[config.mk]
export PLATFORM = sky130hd
export DESIGN_NAME = arpg_top
export DESIGN_NICKNAME = d
export VERILOG_FILES = /design/src/core/arpg_sync_sel.v /design/src/core/arpg_top.v
export VERILOG_INCLUDE_DIRS = /design/src /design/src/core
export SDC_FILE = /design/constraint.sdc
export NUM_CORES = 1
export LEC_CHECK = 0
export ABC_AREA = 1
export ABC_CLOCK_PERIOD_IN_PS = 1430
export BUFFER_PORTS_ARGS = -buffer_cell sky130_fd_sc_hd__buf_2
export CAP_MARGIN = 20
export CORE_MARGIN = 4
export CORE_UTILIZATION = 45
export CTS_CLUSTER_DIAMETER = 40
export DETAILED_ROUTE_END_ITERATION = 16
export PLACE_DENSITY = 0.82
export SYNTH_ARGS = -nofsm -noshare
export SYNTH_HDL_FRONTEND = slang
export SYNTH_SLANG_ARGS = --single-unit
[constraint.sdc]
create_clock -name clk -period 1.43 [get_ports clk]
set_input_delay 0.286 -clock clk [delete_from_list [all_inputs] [get_ports clk]]
set_output_delay 0.286 -clock clk [all_outputs]
set_load 0.01 [all_outputs]
[src/core/arpg_regs.vh]
/*
 * Register indices, field widths, reset values and bus answers of the
 * analog-shared port and port R pin controller.
 * Assumes byte address = 4 * index on a 12-bit AXI4-Lite address.
 */
`ifndef ARPG_REGS_VH
`define ARPG_REGS_VH

// Address width of the register bus
`define ARPG_AW            12
// Decoded index range of the port block; holes read zero
`define ARPG_IDX_FIRST     10'h0270
`define ARPG_IDX_LAST      10'h028F

// Register indices (byte address is four times the index)
`define ARPG_IDX_AD_DATA   10'h0271
`define ARPG_IDX_AD_DIR    10'h0273
`define ARPG_IDX_AD_PE_LO  10'h0276
`define ARPG_IDX_AD_PE_HI  10'h0277
`define ARPG_IDX_AD_PS_LO  10'h0278
`define ARPG_IDX_AD_PS_HI  10'h0279
`define ARPG_IDX_R_DATA    10'h0280
`define ARPG_IDX_R_DIR     10'h0282

// Port widths
`define ARPG_W_HI          8
`define ARPG_W_LO          4

// Reset values
`define ARPG_RST_8         8'h00
`define ARPG_RST_4         4'h0

// AXI4-Lite response codes
`define ARPG_RESP_OKAY     2'b00
`define ARPG_RESP_DECERR   2'b11

// Depth of the pin input synchronisers, in bus clock cycles
`define ARPG_SYNC_STAGES   2

`endif

[src/core/arpg_sync_sel.v]
/*
 * Per-bit input synchroniser and data read select for one GPIO port.
 * Assumes pin inputs arrive asynchronously; clk is the bus clock.
 */
`timescale 1ns/100ps
module arpg_sync_sel #(
    parameter W = 8
) (
    input  wire         clk,
    input  wire         rst,
    input  wire         ce,
    input  wire [W-1:0] pin_in,
    input  wire [W-1:0] in_en,
    input  wire [W-1:0] dir,
    input  wire [W-1:0] data,
    output wire [W-1:0] level,
    output wire [W-1:0] rd_val
);

    genvar i;
    generate
        for (i = 0; i < W; i = i + 1) begin : g_bit
            reg meta_r;   // First stage, read only by second stage
            reg sync_r;   // Settled pin level

            // Two-stage synchroniser, frozen while ce is low
            always @(posedge clk) begin
                if (rst) begin
                    meta_r <= 1'b0;
                    sync_r <= 1'b0;
                end else if (ce) begin
                    meta_r <= pin_in[i];
                    sync_r <= meta_r;
                end
            end

            // Input buffer gated by its digital enable
            assign level[i]  = sync_r & in_en[i];
            // Output: stored bit; input: pin level
            assign rd_val[i] = dir[i] ? data[i] : level[i];
        end
    endgenerate

endmodule // arpg_sync_sel

[src/core/arpg_top.v]
/*
 * Analog-shared port and port R GPIO controller with an AXI4-Lite
 * register slave, pull control and port R alternate function routing.
 * Assumes the peripherals hand in their enables and output levels
 * synchronous to clk, and that the pad drives the pin from out/oe.
 */
// Our own choice: register access over AXI4-Lite.
// Function
// - Analog direction bit one makes pin output
// - Data reads lag pin change two cycles
// - Reserved locations read zero, ignore writes
// - Pull-enable bit one turns pull on
// - Output pins ignore their pull-enable bit
// - Polarity register picks pull up or down
// - GPIO output pins drive data register bit
// - Read returns data bit or synced pin
// - LCD overrides GPIO and I2C, pins 7-4
// - I2C owns pins six, five without LCD
// - Second timer compare overrides GPIO, pins 3-2
// - CAN over timer over GPIO, pins 1-0
`timescale 1ns/100ps
`include "arpg_regs.vh"
module arpg_top (
    input  wire        clk,
    input  wire        rst,
    input  wire        ce,
    // AXI4-Lite slave
    input  wire [11:0] s_axi_awaddr,
    input  wire        s_axi_awvalid,
    output wire        s_axi_awready,
    input  wire [31:0] s_axi_wdata,
    input  wire [3:0]  s_axi_wstrb,
    input  wire        s_axi_wvalid,
    output wire        s_axi_wready,
    output reg  [1:0]  s_axi_bresp,
    output reg         s_axi_bvalid,
    input  wire        s_axi_bready,
    input  wire [11:0] s_axi_araddr,
    input  wire        s_axi_arvalid,
    output wire        s_axi_arready,
    output reg  [31:0] s_axi_rdata,
    output reg  [1:0]  s_axi_rresp,
    output reg         s_axi_rvalid,
    input  wire        s_axi_rready,
    // Analog-shared port, high eight pins
    input  wire [7:0]  ad_hi_pin_in,
    output reg  [7:0]  ad_hi_pin_out,
    output reg  [7:0]  ad_hi_pin_oe,
    output reg  [7:0]  ad_hi_pull_en,
    output reg  [7:0]  ad_hi_pull_up,
    input  wire [7:0]  converter_digital_input_enable,
    // Analog-shared port, low four pins (direction held elsewhere)
    input  wire [3:0]  ad_lo_dir,
    output reg  [3:0]  ad_lo_pull_en,
    output reg  [3:0]  ad_lo_pull_up,
    // Port R pins
    input  wire [7:0]  r_pin_in,
    output reg  [7:0]  r_pin_out,
    output reg  [7:0]  r_pin_oe,
    output wire [7:0]  r_pin_level,
    // Peripheral requests for port R
    input  wire [3:0]  lcd_seg_en,
    input  wire        i2c_en,
    input  wire        i2c_scl_drive_low,
    input  wire        i2c_sda_drive_low,
    input  wire [1:0]  tmr_b_oc_en,
    input  wire [1:0]  tmr_b_oc_out,
    input  wire [1:0]  tmr_a_oc_en,
    input  wire [1:0]  tmr_a_oc_out,
    input  wire        can_en,
    input  wire        can_transmit_pin,
    output wire        can_receive_pin,
    output reg  [3:0]  r_lcd_sel
);

    // Software-visible registers
    reg  [7:0]  analog_port_direction_high_r;    // 1 = output
    reg  [7:0]  analog_port_data_high_r;         // Output data
    reg  [3:0]  analog_port_pull_enable_low_r;   // Pull enables
    reg  [7:0]  analog_port_pull_enable_high_r;  // Pull enables
    reg  [3:0]  ad_pol_lo_r;                     // 0 = up, 1 = down
    reg  [7:0]  ad_pol_hi_r;                     // 0 = up, 1 = down
    reg  [7:0]  port_r_pin_data_r;               // Output data
    reg  [7:0]  port_r_direction_r;              // 1 = output

    // Write channel holding state
    reg  [9:0]  aw_idx_r;       // Captured write index
    reg         aw_full_r;      // Address held
    reg  [7:0]  w_byte_r;       // Captured low data byte
    reg         w_lane_r;       // Low byte lane strobe
    reg         w_full_r;       // Data held

    // Read side results from the synchronisers
    wire [7:0]  ad_rd;          // Analog data read value
    wire [7:0]  ad_level;       // Analog synced pin level
    wire [7:0]  r_rd;           // Port R data read value

    // Decode helpers
    wire [9:0]  ar_idx;         // Read index
    wire        ar_in_range;    // Read hits the port block
    wire        aw_in_range;    // Held write hits the port block
    wire        do_write;       // Commit the held write
    reg  [7:0]  rd_byte;        // Selected read byte

    // Handshake readies: single outstanding transfer each way
    assign s_axi_awready = ce & ~aw_full_r & ~s_axi_bvalid;
    assign s_axi_wready  = ce & ~w_full_r & ~s_axi_bvalid;
    assign s_axi_arready = ce & ~s_axi_rvalid;

    assign ar_idx      = s_axi_araddr[11:2];
    assign ar_in_range = (ar_idx >= `ARPG_IDX_FIRST) &&
                         (ar_idx <= `ARPG_IDX_LAST);
    assign aw_in_range = (aw_idx_r >= `ARPG_IDX_FIRST) &&
                         (aw_idx_r <= `ARPG_IDX_LAST);
    assign do_write    = ce & aw_full_r & w_full_r & ~s_axi_bvalid;

    // Analog port input synchronisers and read select
    arpg_sync_sel #(
        .W      (8)
    ) u_ad_sync (
        .clk    (clk),
        .rst    (rst),
        .ce     (ce),
        .pin_in (ad_hi_pin_in),
        .in_en  (converter_digital_input_enable),
        .dir    (analog_port_direction_high_r),
        .data   (analog_port_data_high_r),
        .level  (ad_level),
        .rd_val (ad_rd)
    );

    // Port R input synchronisers and read select
    arpg_sync_sel #(
        .W      (8)
    ) u_r_sync (
        .clk    (clk),
        .rst    (rst),
        .ce     (ce),
        .pin_in (r_pin_in),
        .in_en  (8'hFF),
        .dir    (port_r_direction_r),
        .data   (port_r_pin_data_r),
        .level  (r_pin_level),
        .rd_val (r_rd)
    );

    // CAN receive comes from the synced pin level
    assign can_receive_pin = r_pin_level[0];

    // Capture write address and data independently
    always @(posedge clk) begin
        if (rst) begin
            aw_idx_r  <= 10'h000;
            aw_full_r <= 1'b0;
            w_byte_r  <= `ARPG_RST_8;
            w_lane_r  <= 1'b0;
            w_full_r  <= 1'b0;
        end else if (ce) begin
            if (s_axi_awvalid && s_axi_awready) begin
                aw_idx_r  <= s_axi_awaddr[11:2];
                aw_full_r <= 1'b1;
            end else if (do_write) begin
                aw_full_r <= 1'b0;
            end
            if (s_axi_wvalid && s_axi_wready) begin
                w_byte_r <= s_axi_wdata[7:0];
                w_lane_r <= s_axi_wstrb[0];
                w_full_r <= 1'b1;
            end else if (do_write) begin
                w_full_r <= 1'b0;
            end
        end
    end

    // Register file writes; reset leaves every pin an input
    always @(posedge clk) begin
        if (rst) begin
            analog_port_direction_high_r   <= `ARPG_RST_8;
            analog_port_data_high_r        <= `ARPG_RST_8;
            analog_port_pull_enable_low_r  <= `ARPG_RST_4;
            analog_port_pull_enable_high_r <= `ARPG_RST_8;
            ad_pol_lo_r                    <= `ARPG_RST_4;
            ad_pol_hi_r                    <= `ARPG_RST_8;
            port_r_pin_data_r              <= `ARPG_RST_8;
            port_r_direction_r             <= `ARPG_RST_8;
        end else if (do_write && w_lane_r && aw_in_range) begin
            case (aw_idx_r)
                `ARPG_IDX_AD_DIR: begin
                    analog_port_direction_high_r <= w_byte_r;
                end
                `ARPG_IDX_AD_DATA: begin
                    analog_port_data_high_r <= w_byte_r;
                end
                `ARPG_IDX_AD_PE_LO: begin
                    analog_port_pull_enable_low_r <= w_byte_r[3:0];
                end
                `ARPG_IDX_AD_PE_HI: begin
                    analog_port_pull_enable_high_r <= w_byte_r;
                end
                `ARPG_IDX_AD_PS_LO: begin
                    ad_pol_lo_r <= w_byte_r[3:0];
                end
                `ARPG_IDX_AD_PS_HI: begin
                    ad_pol_hi_r <= w_byte_r;
                end
                `ARPG_IDX_R_DATA: begin
                    port_r_pin_data_r <= w_byte_r;
                end
                `ARPG_IDX_R_DIR: begin
                    port_r_direction_r <= w_byte_r;
                end
                // Reserved holes swallow the write
                default: begin
                    port_r_direction_r <= port_r_direction_r;
                end
            endcase
        end
    end

    // Write response: okay inside the block, decode error outside
    always @(posedge clk) begin
        if (rst) begin
            s_axi_bvalid <= 1'b0;
            s_axi_bresp  <= `ARPG_RESP_OKAY;
        end else if (ce) begin
            if (do_write) begin
                s_axi_bvalid <= 1'b1;
                s_axi_bresp  <= aw_in_range ? `ARPG_RESP_OKAY
                                            : `ARPG_RESP_DECERR;
            end else if (s_axi_bready) begin
                s_axi_bvalid <= 1'b0;
            end
        end
    end

    // Read byte select; holes and upper bits read zero
    always @* begin
        rd_byte = 8'h00;
        case (ar_idx)
            `ARPG_IDX_AD_DATA:  rd_byte = ad_rd;
            `ARPG_IDX_AD_DIR:   rd_byte = analog_port_direction_high_r;
            `ARPG_IDX_AD_PE_LO: rd_byte = {4'h0,
                                           analog_port_pull_enable_low_r};
            `ARPG_IDX_AD_PE_HI: rd_byte = analog_port_pull_enable_high_r;
            `ARPG_IDX_AD_PS_LO: rd_byte = {4'h0, ad_pol_lo_r};
            `ARPG_IDX_AD_PS_HI: rd_byte = ad_pol_hi_r;
            `ARPG_IDX_R_DATA:   rd_byte = r_rd;
            `ARPG_IDX_R_DIR:    rd_byte = port_r_direction_r;
            default:            rd_byte = 8'h00;
        endcase
    end

    // Read data channel, answer one cycle after the address
    always @(posedge clk) begin
        if (rst) begin
            s_axi_rvalid <= 1'b0;
            s_axi_rdata  <= 32'h0000_0000;
            s_axi_rresp  <= `ARPG_RESP_OKAY;
        end else if (ce) begin
            if (s_axi_arvalid && s_axi_arready) begin
                s_axi_rvalid <= 1'b1;
                s_axi_rdata  <= ar_in_range ? {24'h00_0000, rd_byte}
                                            : 32'h0000_0000;
                s_axi_rresp  <= ar_in_range ? `ARPG_RESP_OKAY
                                            : `ARPG_RESP_DECERR;
            end else if (s_axi_rready) begin
                s_axi_rvalid <= 1'b0;
            end
        end
    end

    // Analog pins: drive, direction and pull devices
    always @(posedge clk) begin
        if (rst) begin
            ad_hi_pin_out <= `ARPG_RST_8;
            ad_hi_pin_oe  <= `ARPG_RST_8;
            ad_hi_pull_en <= `ARPG_RST_8;
            ad_hi_pull_up <= `ARPG_RST_8;
            ad_lo_pull_en <= `ARPG_RST_4;
            ad_lo_pull_up <= `ARPG_RST_4;
        end else if (ce) begin
            ad_hi_pin_out <= analog_port_data_high_r;
            ad_hi_pin_oe  <= analog_port_direction_high_r;
            // Pull only on pins that are inputs
            ad_hi_pull_en <= analog_port_pull_enable_high_r &
                             ~analog_port_direction_high_r;
            ad_lo_pull_en <= analog_port_pull_enable_low_r &
                             ~ad_lo_dir;
            // Polarity bit low selects pull-up
            ad_hi_pull_up <= ~ad_pol_hi_r;
            ad_lo_pull_up <= ~ad_pol_lo_r;
        end
    end

    // Port R routing: per pin owner by priority
    reg [7:0] r_out_nxt;    // Next pin output level
    reg [7:0] r_oe_nxt;     // Next pin output enable
    reg [3:0] r_lcd_nxt;    // Next LCD segment select

    always @* begin
        // GPIO default on every pin
        r_out_nxt = port_r_pin_data_r;
        r_oe_nxt  = port_r_direction_r;
        r_lcd_nxt = lcd_seg_en;
        // Pins 7 and 4: LCD segment turns off the output driver
        if (lcd_seg_en[3]) begin
            r_oe_nxt[7] = 1'b0;
        end
        if (lcd_seg_en[0]) begin
            r_oe_nxt[4] = 1'b0;
        end
        // Pin 6: LCD, else I2C clock open drain, else GPIO
        if (lcd_seg_en[2]) begin
            r_oe_nxt[6] = 1'b0;
        end else if (i2c_en) begin
            r_out_nxt[6] = 1'b0;
            r_oe_nxt[6]  = i2c_scl_drive_low;
        end
        // Pin 5: LCD, else I2C data open drain, else GPIO
        if (lcd_seg_en[1]) begin
            r_oe_nxt[5] = 1'b0;
        end else if (i2c_en) begin
            r_out_nxt[5] = 1'b0;
            r_oe_nxt[5]  = i2c_sda_drive_low;
        end
        // Pins 3 and 2: second timer compare over GPIO
        if (tmr_b_oc_en[1]) begin
            r_out_nxt[3] = tmr_b_oc_out[1];
            r_oe_nxt[3]  = 1'b1;
        end
        if (tmr_b_oc_en[0]) begin
            r_out_nxt[2] = tmr_b_oc_out[0];
            r_oe_nxt[2]  = 1'b1;
        end
        // Pin 1: CAN transmit, else first timer compare, else GPIO
        if (can_en) begin
            r_out_nxt[1] = can_transmit_pin;
            r_oe_nxt[1]  = 1'b1;
        end else if (tmr_a_oc_en[1]) begin
            r_out_nxt[1] = tmr_a_oc_out[1];
            r_oe_nxt[1]  = 1'b1;
        end
        // Pin 0: CAN receive input, else timer compare, else GPIO
        if (can_en) begin
            r_out_nxt[0] = 1'b0;
            r_oe_nxt[0]  = 1'b0;
        end else if (tmr_a_oc_en[0]) begin
            r_out_nxt[0] = tmr_a_oc_out[0];
            r_oe_nxt[0]  = 1'b1;
        end
    end

    // Port R pin drivers registered
    always @(posedge clk) begin
        if (rst) begin
            r_pin_out <= `ARPG_RST_8;
            r_pin_oe  <= `ARPG_RST_8;
            r_lcd_sel <= `ARPG_RST_4;
        end else if (ce) begin
            r_pin_out <= r_out_nxt;
            r_pin_oe  <= r_oe_nxt;
            r_lcd_sel <= r_lcd_nxt;
        end
    end

endmodule // arpg_top

==> out/metrics.yaml, run 1 <==
synthesis:
  synth_area_per_cell_um2: 6.92
  synth_top_area_share_pct: 45.1
  synth_cell_types: 30
  synth_simple_gate_area_share_pct: 32.1
  synth_cells: 1161
  netlist_area_um2: 8030
  synth_warnings: 0
  ys_seq_area_share_pct: 45.1
  synthAdderAreaFrac_pct: 0
  synthTopCellsByArea: "dfxtp_1 (45%), nand2_1 (11%), nor2_1 (11%)"
  yosys.area.top_type: "dfxtp_1"
  synth_top_family_by_area: "simple AND/OR/NAND/NOR gates"
  synth_seq_cells: 181
  synth_xor_area_share_pct: 0
  synth_compound_area_share_pct: 12.2
  synthMuxAreaShare_pct: 0
drt:
  wl_per_cell_um: 16.2
  ant_nets: 0
  top_layer: "met4"
  routed-wl-met2_um: 12600
  routed_wl_um: 25900
  via_count: 8415
  vias_per_cell: 5.25
  met3RoutedLength_um: 2220
  post-route-drc-count: 1
  dr.pass1.iters: 11
  m1WireLength_um: 10300
  initialDrtViolationCount: 826
setup_path:
  critical_path.top_delay_family: "simple AND/OR/NAND/NOR gates"
  r2r-end: "port_r_pin_data_r[6]$_SDFFE_PP0P_"
  slowest_stage: "dfxtp_2"
  worst-setup-path-type: "reg2reg"
  crit_path_start_kind: "register"
  r2r_cells: 10
  cp_cell_sequence: "inv_2 -> nor2_4 -> buf_4 -> buf_4 -> nand2_2 -> nor3b_4 -> nand4_4 -> nand2_2 -> nand2_2 -> nor2_2"
  reg2reg_setup_slack_ns: -0.22
  cpPeakStageDelay_ns: 0.34
  crit_path_start: "aw_idx_r[9]$_SDFFE_PP0P_"
  worstPathMaxFanout: 8
  path_depth: 10
  r2r-start: "aw_idx_r[9]$_SDFFE_PP0P_"
  critPathMostFrequentCell: "nand2_2"
  cp-end-kind: "register"
  cp_data_required_time_ns: 1.80
  crit_path_end: "port_r_pin_data_r[6]$_SDFFE_PP0P_"
  crit_arrival_ns: 2.02
  crit_buf_inv: 3
power:
  pwr-share-clk_pct: 42.0
  ir_worst_vdd_mv: 0.924
  p_sw_mw: 3.13
  p_seq_share_pct: 47.7
  p_int_mw: 8.18
  swShare_pct: 27.7
  p_leak_nw: 5.13
  p_comb_share_pct: 10.3
  p_per_area_nw_per_um2: 1050
  finalPower_mw: 11.3
job:
  max_cap_viol_count: 0
clock_tree:
  clkTransAtPathRegs_ns: 0.07
  clk_latency_ns: 0.44
  cts_sinks: 181
  cts_made_buffers: 17
  cts_tree: "built"
  htree_num_levels: 4
  cts.path.max_buffers: 2
  root_buffer: "clkbuf_16"
floorplanning:
  pin_count: 223
  dieWidth_um: 142
  die_h_um: 142
  num_rows: 48
  start_util_pct: 46.1
  die-area_um2: 20000
  coreArea_um2: 17400
status:
  status: "finished with violations"
  violations: "design-rule violations, negative setup slack"
global_routing:
  overflow: 0
  grt_pass1_wl_um: 39300
  antenna_found_initial: 0
  grt_max_degree: 83
  grt_pass1_vias: 7969
  grtUsageTotal_pct: 24.5
cells_and_area:
  final_area_um2: 10700
  drive_gt1_share_pct: 28.0
  diodes: 0
  syn2layout_area_growth_pct: 33.9
  nNetsFinal: 1477
timing:
  clock_skew_ns: 0.0100
  slew_headroom_pct: 50.0
  setup_viol: 58
  slew_viol_final: 0
  finalHoldViolations: 0
  max_freq_ghz: 0.606
  finalSetupTns_ns: -8.50
  period_needed_ns: 1.65
  min_period_over_period_pct: 115
  worst_slack_ns: -0.221
  whs_ns: 0.0664
  rsz0062_at_grt: "true"
  tightest_slew_ns: 0.749
worst_hold_path:
  hp-class: "in2reg"
place:
  hpwl_um: 17100
  place_area_um2: 9440
  place_congestion: 0.932
  portBuffers: 167
## worst min-delay path by stage
stage,startpoint,endpoint,cells after the start
after floorplan,i2c_en,r_pin_out[5]$_SDFFE_PP0P_,1
after global routing,ad_hi_pin_in[2],u_ad_sync.g_bit[2].meta_r$_SDFFE_PP0P_,3
after CTS,i2c_en,r_pin_out[5]$_SDFFE_PP0P_,2
final,ad_hi_pin_in[5],u_ad_sync.g_bit[5].meta_r$_SDFFE_PP0P_,3
after detailed placement,ad_pol_hi_r[7]$_SDFFE_PP0P_,ad_hi_pull_up[7]$_SDFFE_PP0P_,1
after global placement,ad_pol_hi_r[7]$_SDFFE_PP0P_,ad_hi_pull_up[7]$_SDFFE_PP0P_,1
## sequential cells by signal (all words and copies together) (netlist names), 4 cells and up
signal / cells
port_r_direction_r: 8
port_r_pin_data_r: 8
ad_lo_pull_up: 4
aw_idx_r: 10
analog_port_direction_high_r: 8
u_ad_sync.g_bit.sync_r: 8
ad_hi_pin_oe: 8
u_r_sync.g_bit.sync_r: 8
r_lcd_sel: 4
ad_lo_pull_en: 4
r_pin_oe: 8
ad_pol_hi_r: 8
analog_port_pull_enable_high_r: 8
w_byte_r: 8
analog_port_data_high_r: 8
r_pin_out: 8
ad_hi_pull_en: 8
ad_hi_pull_up: 8
analog_port_pull_enable_low_r: 4
s_axi_rdata: 8
u_r_sync.g_bit.meta_r: 8
ad_hi_pin_out: 8
u_ad_sync.g_bit.meta_r: 8
ad_pol_lo_r: 4
## power groups by stage
| stage | registers, mW | logic, mW | clock network, mW |
|---|---|---|---|
| 2_1_floorplan | 5.47 | 0.600 | 0 |
| 3_3_place_gp | 5.47 | 1.03 | 0 |
| 3_5_place_dp | 5.48 | 1.05 | 0 |
| 4_1_cts | 5.37 | 1.10 | 4.78 |
| 5_1_grt | 5.41 | 1.29 | 5.01 |
| 6_report | 5.40 | 1.17 | 4.75 |
## logic make-up after synthesis
kind of cell,count (synthesis)
flip-flops,181
AO/OA/AOI/OAI,186
other,1
AND/OR/NAND/NOR,605
buffers and inverters,188
## synthesized netlist by cell type, drive strengths merged
library cell,count
clkinv,2
a211oi,8
o22ai,1
o21ai,94
nor3b,3
nor3,47
clkbuf,48
nor2,228
o211ai,8
nand4,41
a21oi,71
nand2,244
a221oi,1
a31oi,2
inv,96
o211a,1
conb,1
buf,42
dfxtp,181
nand3,42
## per-layer routing
layer / GRT usage, % / up-vias
met2: 40.2 / 398
met5: 0 / -
met1: 30.8 / 3850
met4: 10.7 / 0
met3: 5.73 / 56
li1: - / 4111
## layout by cell type, fill, tap and decap left out, drive strengths merged
| cell type | synthesis | final |
|---|---|---|
| a211oi | 8 | 8 |
| clkinv | 2 | 8 |
| nor3 | 47 | 47 |
| nand4 | 41 | 42 |
| buf | 42 | 248 |
| o211a | 1 | 1 |
| o22ai | 1 | 1 |
| bufinv | 0 | 1 |
| clkinvlp | 0 | 1 |
| nor3b | 3 | 3 |
| nor2 | 228 | 228 |
| clkbuf | 48 | 18 |
| nand3 | 42 | 42 |
| dfxtp | 181 | 181 |
| a221oi | 1 | 1 |
| o21ai | 94 | 94 |
| a21oi | 71 | 71 |
| conb | 1 | 24 |
| o211ai | 8 | 8 |
| inv | 96 | 103 |
| nand2 | 244 | 245 |
| a31oi | 2 | 2 |
## stage by stage
stage	cells	setup slack (ns)	utilization, %
6_report	1602	-0.221	61.7
5_1_grt	1602	-0.308	61.7
4_1_cts	1598	-0.147	60.1
3_5_place_dp	1555	-0.279	54.2
3_3_place_gp	1555	-0.199	54.2
2_1_floorplan	1184	-0.0221	-
## layout make-up
type	count	area [µm²]
fillers	1470	6670
flip-flops and latches	181	3630
clock inverters	15	165
repair buffers	249	1700
inverters	98	372
multi-input cells	817	4170
well taps	225	282
clock buffers	17	425
## worst min-delay path: stages
cell and delay (ns):
buf_2 0.07, nor2_1 0.03, nor2_1 0.08
## what timing repair did
| item | 4_1_cts | 5_1_grt |
|---|---|---|
| hold buffers | 0 | 0 |
| cloned | 3 | 1 |
| gates resized for setup | 64 | 56 |
| setup buffers | 8 | 3 |
| endpoints found under the setup margin | 60 | 60 |
| pin swaps | 21 | 9 |
Power figures use the tool's default switching activity.
==> inputs of run 2 (changes only) <==
- CORE_UTILIZATION: 45 -> 34
- PLACE_DENSITY: 0.82 -> 0.67
==> out/metrics.yaml, run 2 (same netlist as run 1, synthesis figures left out) <==
cells_and_area:
  stdcell_count: 1696  # +5.9%
  top_register: "aw_idx_r"
  final_cell_mix: "nand2_1 (237), nor2_1 (211), dfxtp_1 (173), buf_2 (164), o21ai_0 (91)"
  largest_reg_flops: 10  # unchanged
  diodes: 0  # unchanged
  syn2layout_area_growth_pct: 35.3
  mostFrequentLayoutCell: "nand2_1"
  nFillCells: 2208  # +50%
  drive_gt1_share_pct: 27.2  # -0.77 points
  nNetsFinal: 1483  # +0.41%
drt:
  initialDrtViolationCount: 866  # +4.8%
  routed_wl_um: 26900  # +3.9%
  dr.pass1.iters: 8  # -3
  vias_per_cell: 4.91  # -6.6%
  wl_per_cell_um: 15.9  # -1.9%
  via_count: 8323  # -1.1%
  post-route-drc-count: 0  # -1
  ant_nets: 0  # unchanged
timing:
  setup_viol: 59  # +1.7%
  slew_viol_final: 0  # unchanged
  max_freq_ghz: 0.602  # -0.63%
  period_needed_ns: 1.66  # +0.0104 ns
  slew_headroom_pct: 53.0  # +3.0 points
  min_period_over_period_pct: 116  # +0.73 points
  rsz0062_at_grt: "true"
  whs_ns: 0.0645  # -0.00192 ns
  tightest_slew_ns: 0.704  # -0.0453 ns
  finalHoldViolations: 0  # unchanged
  clock_skew_ns: 0.0104  # +0.000334 ns
  worst_slack_ns: -0.232  # -0.0104 ns
setup_path:
  cp_cell_sequence: "nor2_2 -> o22ai_2 -> bufinv_8 -> nand3_4 -> buf_16 -> nor3_1 -> nor2_1"
  cp_data_required_time_ns: 1.75  # -0.05 ns
  crit_arrival_ns: 1.98  # -0.04 ns
  crit_path_start_kind: "register"
  cpPeakStageDelay_ns: 0.37  # +0.03 ns
  worstPathMaxFanout: 20  # +12
  worst-setup-path-type: "reg2reg"
  cp-end-kind: "register"
  slowest_stage: "dfxtp_2"
place:
  portBuffers: 167  # unchanged
  place_congestion: 0.944  # +1.2%
  dpl.cell_count: 1644  # +5.7%
  hpwl_um: 18100  # +5.6%
  place_ws_ns: -0.235  # +0.0442 ns
global_routing:
  overflow: 0  # unchanged
  grt_max_degree: 80  # -3.6%
  antenna_found_initial: 0  # unchanged
  grtUsageTotal_pct: 19.8  # -4.7 points
  grt_pass1_wl_um: 41300  # +5.0%
  grt_pass1_vias: 7877  # -1.2%
clock_tree:
  htree_num_levels: 4  # unchanged
  cts.path.max_buffers: 2  # unchanged
  root_buffer: "clkbuf_16"
  cts_tree: "built"
  cts_hold_buf: 0  # unchanged
  clk_latency_ns: 0.43  # about the same
  clkTransAtPathRegs_ns: 0.07  # about the same
  cts_made_buffers: 17  # unchanged
  cts_sinks: 181  # unchanged
status:
  violations: "negative setup slack"
  status: "finished with violations"
floorplanning:
  die-area_um2: 26100  # +30%
  die_h_um: 162  # +14%
  num_rows: 55  # +15%
  coreArea_um2: 22900  # +32%
  pin_count: 223  # unchanged
  dieWidth_um: 162  # +14%
  start_util_pct: 35.0  # -11 points
power:
  ir_worst_vdd_mv: 0.790  # -15%
  p_leak_nw: 5.10  # -0.65%
  finalPower_mw: 11.6  # +2.3%
  p_per_area_nw_per_um2: 1070  # +1.3%
worst_hold_path:
  hp-class: "in2reg"
job:
  max_cap_viol_count: 0  # unchanged
[run 2: worst paths after layout]
check | slack (ns) | cells past startpoint | to | start
max | -0.23 | 7 | port_r_direction_r[5]$_SDFFE_PP0P_ | aw_idx_r[4]$_SDFFE_PP0P_
min | 0.06 | 2 | r_pin_out[5]$_SDFFE_PP0P_ | i2c_en
max reg2reg | -0.23 | 7 | port_r_direction_r[5]$_SDFFE_PP0P_ | aw_idx_r[4]$_SDFFE_PP0P_
min reg2reg | 0.45 | 1 | ad_hi_pull_up[6]$_SDFFE_PP0P_ | ad_pol_hi_r[6]$_SDFFE_PP0P_
[run 2: repair_timing]
action / in CTS / in global routing
hold endpoints to repair: 0 / 0
pin swaps: 20 / 22
setup buffers: 13 / 3
gates cloned: 4 / 0
setup endpoints to repair: 59 / 62
resized for setup: 67 / 36
[run 2: critical path: cells and delay by family, from the launching register on]
| family | cells | cell delay, ns |
|---|---|---|
| and+or+nand+nor | 4 | 0.61 |
| buffers and inverters | 2 | 0.44 |
| DFF | 1 | 0.37 |
| AOI/OAI and AO/OA | 1 | 0.12 |
[run 2: report_power, final]
group / total [mW] / internal, mW / switching, mW
logic: 1.20 / 0.484 / 0.719
registers: 5.39 / 5.23 / 0.161
clock network: 4.99 / 2.88 / 2.11
[run 2: routing by layer]
| metal | wire length, µm | GRT usage [%] |
|---|---|---|
| met1 | 11200 | 25.6 |
| met2 | 12400 | 32.5 |
| met3 | 2340 | 4.42 |
| met4 | 931 | 7.42 |
| met5 | 0 | 0 |
[run 2: layout make-up]
class / instances / area, µm² / share of cell area [%]
multi-input cells: 818 / 4100 / 37.7
flip-flops and latches: 181 / 3630 / 33.5
repair buffers: 254 / 1730 / 15.9
clock buffers: 19 / 453 / 4.17
well taps: 313 / 392 / 3.61
inverters: 98 / 385 / 3.55
clock inverters: 13 / 169 / 1.56
[run 2: through the flow]
step           instance area (µm²)  setup TNS, ns  util [%]
2_1_floorplan                 8190         -0.892         -
3_3_place_gp                  9560         -10.57      41.7
3_5_place_dp                  9560         -12.94      41.7
4_1_cts                      10700          -6.87      46.7
5_1_grt                      10900         -14.16      47.4
6_report                     10900          -9.94      47.4
==> inputs of run 3 (changes only) <==
- ABC_AREA: 1 -> unset
==> out/metrics.yaml, run 3 <==
status:
  status: "finished with violations"
  violations: "negative setup slack"
setup_path:
  slowest_stage: "nor4_4"
  worstPathMaxFanout: 4  # -80%
  crit_buf_inv: 1  # -1
  worst-setup-path-type: "reg2reg"
  cp_cell_sequence: "nand4b_1 -> nor4_4 -> nor3b_4 -> buf_4 -> mux2i_1 -> nor2_1"
  crit_path_start_kind: "register"
  cpPeakStageDelay_ns: 0.35  # -0.02 ns
  critical_path.top_delay_family: "simple AND/OR/NAND/NOR gates"
  cp-end-kind: "register"
  cp_data_required_time_ns: 1.73  # -0.02 ns
  crit_arrival_ns: 2.05  # +0.07 ns
cells_and_area:
  syn2layout_area_growth_pct: 33.2
  final_area_um2: 10400  # -4.4%
  largest_reg_flops: 10  # unchanged
  diodes: 0  # unchanged
  final_cell_mix: "dfxtp_1 (170), buf_2 (161), nor2_1 (154), mux2i_1 (132), buf_4 (80)"
  mostFrequentLayoutCell: "dfxtp_1"
  nNetsFinal: 1190  # -20%
  drive_gt1_share_pct: 32.8  # +5.6 points
  nFillCells: 2171  # -1.7%
  multi_input_area_um2: 3970  # -3.0%
  top_register: "aw_idx_r"
  area.sequential_um2: 3640  # +0.10%
clock_tree:
  htree_num_levels: 4  # unchanged
  cts.path.max_buffers: 2  # unchanged
  cts_hold_buf: 0  # unchanged
  cts_tree: "built"
  clkTransAtPathRegs_ns: 0.06  # about the same
  cts_sinks: 181  # unchanged
  clk_latency_ns: 0.42  # about the same
  root_buffer: "clkbuf_16"
  cts_made_buffers: 17  # unchanged
floorplanning:
  coreArea_um2: 22600  # -1.5%
  die-area_um2: 25400  # -2.8%
  start_util_pct: 34.5  # -0.51 points
  num_rows: 55  # unchanged
  dieWidth_um: 159  # -1.4%
  die_h_um: 159  # -1.4%
  pin_count: 223  # unchanged
synthesis:
  ys_seq_area_share_pct: 46.5  # +1.4 points
  netlist_area_um2: 7790  # -2.9%
  synth_cell_types: 56  # +87%
  synth_common_cells: "dfxtp_1 (181), nor2_1 (158), mux2i_1 (134)"
  synth_seq_cells: 181  # unchanged
  yosys.area.top_type: "dfxtp_1"
  synth_warnings: 0  # unchanged
  synth_ff_type: "dfxtp_1"
  synth_edf_count: 0  # unchanged
  synth_top_area_share_pct: 46.5  # +1.4 points
  async_flop_share_pct: 0  # unchanged
  synthTopCellsByArea: "dfxtp_1 (46%), mux2i_1 (17%), nor2_1 (7.6%)"
  synth_cells: 852  # -27%
  synth_area_per_cell_um2: 9.15  # +32%
  synth.most_common_cell: "dfxtp_1"
power:
  p_sw_mw: 2.62  # -12%
  ir_worst_vdd_mv: 0.689  # -13%
  swShare_pct: 24.1  # -1.7 points
  p_int_mw: 8.27  # -3.7%
  p_leak_nw: 4.64  # -9.0%
  p_per_area_nw_per_um2: 1050  # -1.6%
  pwr-share-clk_pct: 42.7  # -0.4 points
  p_seq_share_pct: 48.4  # +1.9 points
  p_comb_share_pct: 8.9  # -1.5 points
  finalPower_mw: 10.9  # -5.9%
global_routing:
  grt_pass1_vias: 6284  # -20%
  grtUsageTotal_pct: 17.3  # -2.5 points
  overflow: 0  # unchanged
  grt_pass1_wl_um: 35000  # -15%
  grt_max_degree: 105  # +31%
  antenna_found_initial: 0  # unchanged
timing:
  worst_slack_ns: -0.325  # -0.0935 ns
  period_needed_ns: 1.76  # +0.0935 ns
  setup_viol: 69  # +17%
  clock_skew_ns: 0.00708  # -0.00329 ns
  max_freq_ghz: 0.570  # -5.3%
  slew_viol_final: 0  # unchanged
  min_period_over_period_pct: 123  # +6.5 points
  slew_headroom_pct: 63.9  # +11 points
  finalHoldViolations: 0  # unchanged
  rsz0062_at_grt: "true"
  tightest_slew_ns: 0.540  # -0.164 ns
drt:
  initialDrtViolationCount: 352  # -59%
  ant_nets: 0  # unchanged
  post-route-drc-count: 0  # unchanged
  wl_per_cell_um: 16.6  # +4.9%
  vias_per_cell: 4.85  # -1.1%
  dr.pass1.iters: 4  # -4
  via_count: 6661  # -20%
  routed_wl_um: 22900  # -15%
place:
  portBuffers: 167  # unchanged
  place_area_um2: 9420  # -1.5%
  hpwl_um: 17000  # -5.8%
  place_congestion: 0.935  # -0.93%
worst_hold_path:
  hp-class: "in2reg"
job:
  max_cap_viol_count: 0  # unchanged
[run 3: changes by cell type in the layout (fill, tap and decap cells not counted), moves of 18 or more]
cell,before,now
a21oi_1,71,52
buf_4,62,80
inv_1,88,15
mux2i_1,0,132
nand2_1,237,59
nand2b_1,0,18
nand3_1,38,5
nand3b_1,0,19
nand4_1,32,0
nor2_1,211,154
nor3_2,29,2
o21ai_0,91,11
[run 3: worst paths after layout]
path | startpoint | end | slack [ns] | cells past startpoint
hold reg to reg | s_axi_rdata[4]$_SDFFE_PP0P_ | s_axi_rdata[4]$_SDFFE_PP0P_ | 0.46 | 2
hold / removal | s_axi_awaddr[9] | aw_idx_r[7]$_SDFFE_PP0P_ | 0.09 | 3
setup / recovery | s_axi_bvalid$_SDFFE_PP0P_ | analog_port_data_high_r[2]$_SDFFE_PP0P_ | -0.33 | 6
setup reg to reg | s_axi_bvalid$_SDFFE_PP0P_ | analog_port_data_high_r[2]$_SDFFE_PP0P_ | -0.33 | 6
[run 3: routing by layer]
metal  track usage, %  part of all wire (%)  wire (µm)  vias to the layer above
li1                 -                     -          -                     3325
met1             21.9                    43       9920                     3119
met2             29.6                    49      11200                      193
met3             4.45                   5.7       1310                       24
met4             4.42                   1.6        377                        0
met5                0                     0          0                        -
[run 3: worst reg2reg max path, cell delays in order (launching register included)]
cell      delay (ns)
dfxtp_2         0.32
nand4b_1        0.24
nor4_4          0.35
nor3b_4         0.29
buf_4           0.18
mux2i_1         0.20
nor2_1          0.05
[run 3: power by group through the flow]
stage / sequential [mW] / clock, mW / combinational [mW]
finish: 5.27 / 4.65 / 0.973
global route: 5.29 / 4.97 / 1.06
CTS: 5.27 / 4.77 / 0.944
detailed placement: 5.38 / 0 / 0.903
global placement: 5.38 / 0 / 0.894
floorplan: 5.36 / 0 / 0.550
[run 3: cells by family after synthesis]
| logic type | Yosys count | share of synthesized area (%) |
|---|---|---|
| other | 1 | 0.0481 |
| multiplexers | 135 | 17.4 |
| AND/OR/NAND/NOR | 330 | 21.0 |
| AO/OA/AOI/OAI | 104 | 8.17 |
| buffers and inverters | 101 | 6.90 |
| flip-flops | 181 | 46.5 |
[run 3: cell type report]
type,instances,area share [%]
multi-input combinational,593,38.3
sequential,181,35.0
tap,285,3.44
timing repair buffer,267,17.0
clock inverter,10,1.19
clock buffer,20,4.40
inverter,17,0.615
[run 3: through the flow]
stage	util [%]	hold WS, ns	instances	setup TNS [ns]	setup WS (ns)
2_1_floorplan	-	0.422	875	-7.68	-0.175
3_3_place_gp	41.7	0.443	1332	-17.31	-0.628
3_5_place_dp	41.7	0.450	1332	-17.30	-0.572
4_1_cts	45.2	0.0733	1369	-14.21	-0.316
5_1_grt	46.0	0.0917	1373	-20.48	-0.439
6_report	46.0	0.0928	1373	-14.96	-0.325
[run 3: repair_timing]
item                       4_1_cts  5_1_grt
setup endpoints to repair       63       87
gates resized for setup         35       40
gates cloned                     0        1
pin swaps                       14       25
setup buffers                    7        3
